===== config.mk =====
export PLATFORM = sky130hd
export DESIGN_NAME = fbsm_map
export DESIGN_NICKNAME = d
export VERILOG_FILES = /design/src/hdl/fbsm_pkg.sv /design/src/hdl/fbsm_boot_dec.sv /design/src/hdl/fbsm_map.sv
export SDC_FILE = /design/constraint.sdc
export NUM_CORES = 1
export LEC_CHECK = 0
export BUFFER_PORTS_ARGS = -buffer_cell sky130_fd_sc_hd__buf_2
export CAP_MARGIN = 10
export CORE_ASPECT_RATIO = 1.4
export CORE_MARGIN = 3
export CORE_UTILIZATION = 30
export DETAILED_ROUTE_END_ITERATION = 10
export GPL_TIMING_DRIVEN = 0
export PLACE_DENSITY = 0.63
export REMOVE_ABC_BUFFERS = 1
export SLEW_MARGIN = 15
export SYNTH_ARGS = -nofsm -noshare
export SYNTH_HDL_FRONTEND = slang
export SYNTH_SLANG_ARGS = --single-unit

===== constraint.sdc =====
create_clock -name mclk -period 1.75 [get_ports mclk]
set_input_delay 0.35 -clock mclk [delete_from_list [all_inputs] [get_ports mclk]]
set_output_delay 0.35 -clock mclk [all_outputs]
set_load 0.01 [all_outputs]

===== src/hdl/fbsm_pkg.sv =====
package fbsm_pkg;

  // ****************************************
  // Variant limits
  // ****************************************
  localparam logic [15:0] FBSM_RW_SECT_END_64  = 16'h6fff;
  localparam logic [15:0] FBSM_NR_SECT_BEG_64  = 16'h7000;
  localparam logic [15:0] FBSM_RW_SECT_END_128 = 16'hefff;
  localparam logic [15:0] FBSM_NR_SECT_BEG_128 = 16'hf000;
  localparam int          FBSM_PC_TOP_64    = 14;
  localparam int          FBSM_PC_TOP_128   = 15;
  localparam int          FBSM_WORD_TOP     = 6;
  localparam int          FBSM_PAGE_WORDS   = 128;

  // Boot starts per fuse code 11,10,01,00
  localparam logic [15:0] FBSM_BOOT_64_11  = 16'h7e00;
  localparam logic [15:0] FBSM_BOOT_64_10  = 16'h7c00;
  localparam logic [15:0] FBSM_BOOT_64_01  = 16'h7800;
  localparam logic [15:0] FBSM_BOOT_64_00  = 16'h7000;
  localparam logic [15:0] FBSM_BOOT_128_11 = 16'hfe00;
  localparam logic [15:0] FBSM_BOOT_128_10 = 16'hfc00;
  localparam logic [15:0] FBSM_BOOT_128_01 = 16'hf800;
  localparam logic [15:0] FBSM_BOOT_128_00 = 16'hf000;

  // ****************************************
  // Carriers
  // ****************************************
  typedef struct packed {
    logic        store;
    logic        load;
    logic        page_op;
    logic        fetch;
    logic        ext_bit;
    logic [15:0] pointer;
  } fbsm_req_t;

  typedef struct packed {
    logic [8:0]  page_select;
    logic [6:0]  word_select;
    logic        byte_select;
    logic        in_rww;
    logic        in_boot;
    logic        pointer_fault;
  } fbsm_map_t;

  typedef struct packed {
    logic [15:0] boot_start;
    logic [15:0] app_end;
  } fbsm_boot_t;

endpackage


===== src/hdl/fbsm_boot_dec.sv =====
`timescale 1ns/10ps
module fbsm_boot_dec
  import fbsm_pkg::*;
#(
  parameter bit BIG = 1'b0
) (
  input  wire logic            mclk,
  input  wire logic            reset_n,
  input  wire logic            clk_en,
  input  wire logic [1:0]      fuse_code,
  output fbsm_pkg::fbsm_boot_t boot
);
  // ****************************************
  // Registered boot bound table
  // ****************************************
  // Code 00 is the default, so an unknown code gives the largest boot area
  function automatic logic [15:0] boot_start_of(input logic [1:0] code);
    logic [15:0] start;
    case (code)
      2'b11:   start = BIG ? FBSM_BOOT_128_11 : FBSM_BOOT_64_11;
      2'b10:   start = BIG ? FBSM_BOOT_128_10 : FBSM_BOOT_64_10;
      2'b01:   start = BIG ? FBSM_BOOT_128_01 : FBSM_BOOT_64_01;
      default: start = BIG ? FBSM_BOOT_128_00 : FBSM_BOOT_64_00;
    endcase
    return start;
  endfunction

  always_ff @(posedge mclk) begin
    if (!reset_n) begin
      boot <= '0;
    end else if (clk_en) begin
      boot.boot_start <= boot_start_of(fuse_code);
      // Application section ends one word below the boot start
      boot.app_end    <= boot_start_of(fuse_code) - 16'h0001;
    end
  end
endmodule


===== src/hdl/fbsm_map.sv =====
`timescale 1ns/10ps
module fbsm_map #(
  parameter bit BIG = 1'b0
) (
  input  wire logic               mclk,
  input  wire logic               reset_n,
  input  wire logic               clk_en,
  input  wire logic               boot_size_fuse_hi,
  input  wire logic               boot_size_fuse_lo,
  input  wire fbsm_pkg::fbsm_req_t req,
  input  wire logic               op_start,
  input  wire logic               op_done,
  input  wire logic               rww_reenable,
  input  wire logic               page_load,
  output fbsm_pkg::fbsm_map_t     map,
  output fbsm_pkg::fbsm_boot_t    boot,
  output logic                    rww_busy_flag,
  output logic                    rww_access_block,
  output logic                    cpu_halt
);
  import fbsm_pkg::*;

  // ****************************************
  // Address decode helpers
  // ****************************************
  localparam logic [15:0] RW_SECT_END = BIG ? FBSM_RW_SECT_END_128 :
                                              FBSM_RW_SECT_END_64;
  localparam logic [15:0] NR_SECT_BEG = BIG ? FBSM_NR_SECT_BEG_128 :
                                              FBSM_NR_SECT_BEG_64;
  localparam int          PC_TOP      = BIG ? FBSM_PC_TOP_128 : FBSM_PC_TOP_64;
  // 64k has no PC bit 15, so the extension bit is dropped there
  localparam logic [15:0] PC_MASK     = 16'hffff >> (15 - PC_TOP);
  localparam logic [15:0] PAGE_MASK   = 16'(FBSM_PAGE_WORDS - 1);

  // Pointer bit n+1 carries PC bit n, the extension bit the top one
  function automatic logic [15:0] pc_of(input logic        ext,
                                        input logic [15:0] z);
    logic [15:0] pc;
    pc = {ext, z[15:1]} & PC_MASK;
    return pc;
  endfunction

  function automatic logic rww_hit(input logic [15:0] pc);
    return pc <= RW_SECT_END;
  endfunction

  logic [15:0] req_pc;
  logic [1:0]  fuse_q1;
  logic [1:0]  fuse_q2;
  logic [1:0]  fuse_q3;
  logic [1:0]  fuse_code;
  logic        op_in_rww;
  logic        op_active;

  assign req_pc = pc_of(req.ext_bit, req.pointer);

  // ****************************************
  // Fuse synchroniser
  // ****************************************
  always_ff @(posedge mclk) begin
    if (!reset_n) begin
      fuse_q1   <= 2'h0;
      fuse_q2   <= 2'h0;
      fuse_q3   <= 2'h0;
      fuse_code <= 2'h0;
    end else if (clk_en) begin
      fuse_q1 <= {boot_size_fuse_hi, boot_size_fuse_lo};
      fuse_q2 <= fuse_q1;
      fuse_q3 <= fuse_q2;
      if (fuse_q2 == fuse_q3) begin
        fuse_code <= fuse_q3;
      end
    end
  end

  fbsm_boot_dec #(
    .BIG(BIG)
  ) u_boot (
    .mclk      (mclk),
    .reset_n   (reset_n),
    .clk_en    (clk_en),
    .fuse_code (fuse_code),
    .boot      (boot)
  );

  // ****************************************
  // Pointer mapping
  // ****************************************
  always_ff @(posedge mclk) begin
    if (!reset_n) begin
      map <= '0;
    end else if (clk_en) begin
      map.word_select <= req_pc[FBSM_WORD_TOP:0];
      map.page_select <= BIG ? req_pc[15:7] : {1'b0, req_pc[14:7]};
      // Byte select only for loads; stores always see word 0 byte
      map.byte_select <= req.load & req.pointer[0];
      map.in_rww      <= rww_hit(req_pc);
      map.in_boot     <= req_pc >= boot.boot_start;
      // Flag a store with odd pointer, or a page op with word bits set
      map.pointer_fault <= (req.store & req.pointer[0]) |
                           (req.page_op & (req_pc[6:0] != 7'h00));
    end
  end

  // ****************************************
  // Busy flag and halt
  // ****************************************
  always_ff @(posedge mclk) begin
    if (!reset_n) begin
      op_active <= 1'b0;
      op_in_rww <= 1'b0;
    end else if (clk_en) begin
      if (op_start) begin
        op_active <= 1'b1;
        op_in_rww <= rww_hit(req_pc);
      end else if (op_done) begin
        op_active <= 1'b0;
      end
    end
  end

  always_ff @(posedge mclk) begin
    if (!reset_n) begin
      rww_busy_flag <= 1'b0;
    end else if (clk_en) begin
      // Set wins over a clear in the same cycle
      if (op_start && rww_hit(req_pc)) begin
        rww_busy_flag <= 1'b1;
      end else if (page_load || (rww_reenable && !op_active)) begin
        rww_busy_flag <= 1'b0;
      end
    end
  end

  always_ff @(posedge mclk) begin
    if (!reset_n) begin
      rww_access_block <= 1'b0;
      cpu_halt         <= 1'b0;
    end else if (clk_en) begin
      rww_access_block <= rww_busy_flag & (req.fetch | req.load) &
                          rww_hit(req_pc);
      // Writes into the no-read-while-write section stall the core
      cpu_halt <= (op_start & !rww_hit(req_pc)) |
                  (op_active & !op_in_rww & !op_done);
    end
  end
endmodule


==> results.py <==
metrics = {
    "clocking": {
        "htreeDepth": 2,
        "clk-insertion-delay-late_ns": 0.29,
        "cts_hold_buf": 0,
        "root_buffer": "clkbuf_8",
        "cts_tree": "done",
        "clk_pin_slew_worst_paths_ns": 0.08,
        "numCtsBuffers": 5,
        "cts_buffer_depth": 2,
        "clock_sinks": 39,
    },
    "route": {
        "drtAntennaViolNets": 0,
        "via_per_inst": 4.44,
        "wire_per_inst_um": 12.0,
        "routed_wl_mm": 3.88,
        "drc": 0,
        "drt_first_pass_iters": 2,
        "drtIter0Drc": 36,
        "vias": 1434,
    },
    "power": {
        "power.density_nw_per_um2": 891,
        "p_leak_nw": 1.10,
        "power_mw": 2.01,
        "irDropWorstVdd_mv": 0.298,
    },
    "timing": {
        "period_share": 0.935,
        "clock_skew_ns": 0.00729,
        "hold_violations": 0,
        "slew_headroom": 0.616,
        "max_freq_mhz": 611,
        "setup_ws_ns": 0.114,
        "rsz0062_at_grt": "no",
        "worst_slew_pin_slew_ns": 0.576,
        "slew_viol_final": 0,
        "setup_viol": 0,
        "fin_crit_ns": 1.64,
    },
    "min_path": {
        "hold_path_class": "primary input to flip-flop",
        "holdPathStages": 3,
        "min-delay-start": "boot_size_fuse_hi",
    },
    "cells_and_area": {
        "layout_commonest_cell": "buf_2",
        "final_cell_mix": "buf_2, dfxtp_1, nor2b_1, mux2i_1, conb_1",
        "instances_no_fill": 323,
        "drive_gt1_frac": 0.340,
        "n_fill_cell": 622,
        "syn2layout_area_growth_pct": 21.5,
        "seqCellArea_sq_um": 787,
        "final_util": 0.381,
        "multi_input_area_sq_um": 870,
        "final_area_sq_um": 2250,
        "fin_nets": 288,
        "num_antenna_cells": 0,
    },
    "yosys": {
        "synth_top_family_by_area": "simple AND/OR/NAND/NOR gates",
        "synth_compound_area_frac": 0.113,
        "synthArstFlopShare": 0,
        "synth.avg_cell_area_sq_um": 9.46,
        "synth_seq_cells": 39,
        "synthFlopType": "dfxtp_1",
        "synth.distinct_cells": 29,
        "synth_area_sq_um": 1850,
        "synthSimpleGateAreaFrac": 0.161,
        "yosysSeqAreaShare": 0.421,
        "yosys_warnings": 0,
        "syn_inst": 196,
        "synthAdderAreaFrac": 0.0405,
        "synth_xor_area_frac": 0.00472,
        "synthMuxAreaShare": 0.119,
        "synth_edf_count": 0,
    },
    "placement": {
        "hpwlAfterDp_mm": 2.75,
        "port_buffers": 71,
        "dp_cells": 313,
        "gp_congestion": 0.711,
        "dpl-instance-area_sq_um": 2100,
        "dp_slack_ns": -0.402,
    },
    "worst_setup_path": {
        "start_kind": "flip-flop",
        "worstPathRequired_ns": 1.98,
        "crit_arrival_ns": 1.87,
        "reg2reg_from": "u_boot.boot[26]",
        "rrSetupSlack_ns": 0.11,
        "crit_start": "u_boot.boot[26]",
        "path_class": "flip-flop to flip-flop",
        "critPathMaxFanout": 2,
        "worstRegToRegCells": 6,
        "cp-end-kind": "flip-flop",
    },
    "run_status": {
        "status": "finished, final reports clean",
    },
    "floorplanning": {
        "dieHeight_um": 99.0,
        "fp.coreArea_sq_um": 5900,
        "dieArea_sq_um": 7170,
        "ioPinCount": 85,
        "rows": 33,
        "start_util": 0.314,
        "die_w_um": 72.4,
    },
    "global_route": {
        "grt_pass1_vias": 1401,
        "antenna_found_initial": 0,
        "grt_pass1_wl_mm": 6.35,
        "gr-usage-all-layers": 0.113,
        "grt_max_degree": 47,
        "grt_overflow": 0,
    },
    "flow_run": {
        "drv_cap": 0,
    },
}
metal layers:
layer / wire, um / global-route usage / vias to the layer above
met5: 0 / 0 / -
met4: 40 / 0.0511 / 0
met3: 344 / 0.0408 / 4
met2: 1950 / 0.199 / 50
met1: 1550 / 0.117 / 642
li1: - / - / 738
registers in the layout, summed over array words and instances, names as in the netlist:
signal / cells
cpu_halt: 1
fuse_code: 2
fuse_q1: 2
fuse_q2: 2
fuse_q3: 2
map: 19
op_active: 1
op_in_rww: 1
rww_access_block: 1
rww_busy_flag: 1
u_boot.boot: 7
critical path, stage by stage (launching register included):
cell	delay (ns)
dfxtp_2	0.33
inv_1	0.07
ha_4	0.27
nand2_1	0.04
or4b_1	0.49
o211ai_1	0.20
o2111a_1	0.18
path summary, 6_finish.rpt:
check / to
worst max-delay path: map[1]
worst min-delay path: fuse_q1[1]
worst max register to register: map[1]
worst min register to register: u_boot.boot[13]
layout make-up:
class                   count  share of cell area
flip-flops and latches     39               0.349
multi-input cells         127               0.386
clock inverters             3              0.0194
inverters                   6              0.0100
repair buffers             73               0.166
clock buffers               5              0.0306
well taps                  70              0.0389
metrics by stage:
| stage | hold slack [ns] | setup TNS (ns) |
|---|---|---|
| floorplan | 0.439 | -0.855 |
| global placement | 0.461 | -0.716 |
| detailed placement | 0.465 | -0.773 |
| CTS | 0.302 | 0 |
| global route | 0.329 | 0 |
| finish | 0.316 | 0 |
cells in the mapped netlist (3+ instances only):
library cell / count / share of area
o211ai_1: 3 / 0.012
nor2b_1: 26 / 0.088
a21oi_1: 7 / 0.019
inv_1: 6 / 0.012
nor2_1: 5 / 0.010
ha_1: 6 / 0.040
a21boi_0: 4 / 0.016
dfxtp_1: 39 / 0.42
buf_4: 27 / 0.11
clkbuf_1: 6 / 0.012
nand3_1: 4 / 0.011
mux2i_1: 22 / 0.12
o21ai_0: 10 / 0.027
nand2_1: 11 / 0.022
cell families after synthesis:
kind of cell / Yosys count
and+or+nand+nor: 54
buffers and inverters: 41
DFF: 39
AOI/OAI and AO/OA: 32
muxes: 22
adders and majority gates: 6
other: 1
xor gates and xnor gates: 1
where the power goes:
part           switching (mW)  internal, mW
Sequential             0.0227         0.933
Clock                   0.333         0.425
Combinational           0.158         0.135
repair_timing:
action                     in CTS  in global routing
resized for setup               3                  3
setup endpoints to repair       1                  1
setup buffers                   0                  2
pin swaps                       0                  2
No activity file was read; power rests on OpenSTA's default activity.
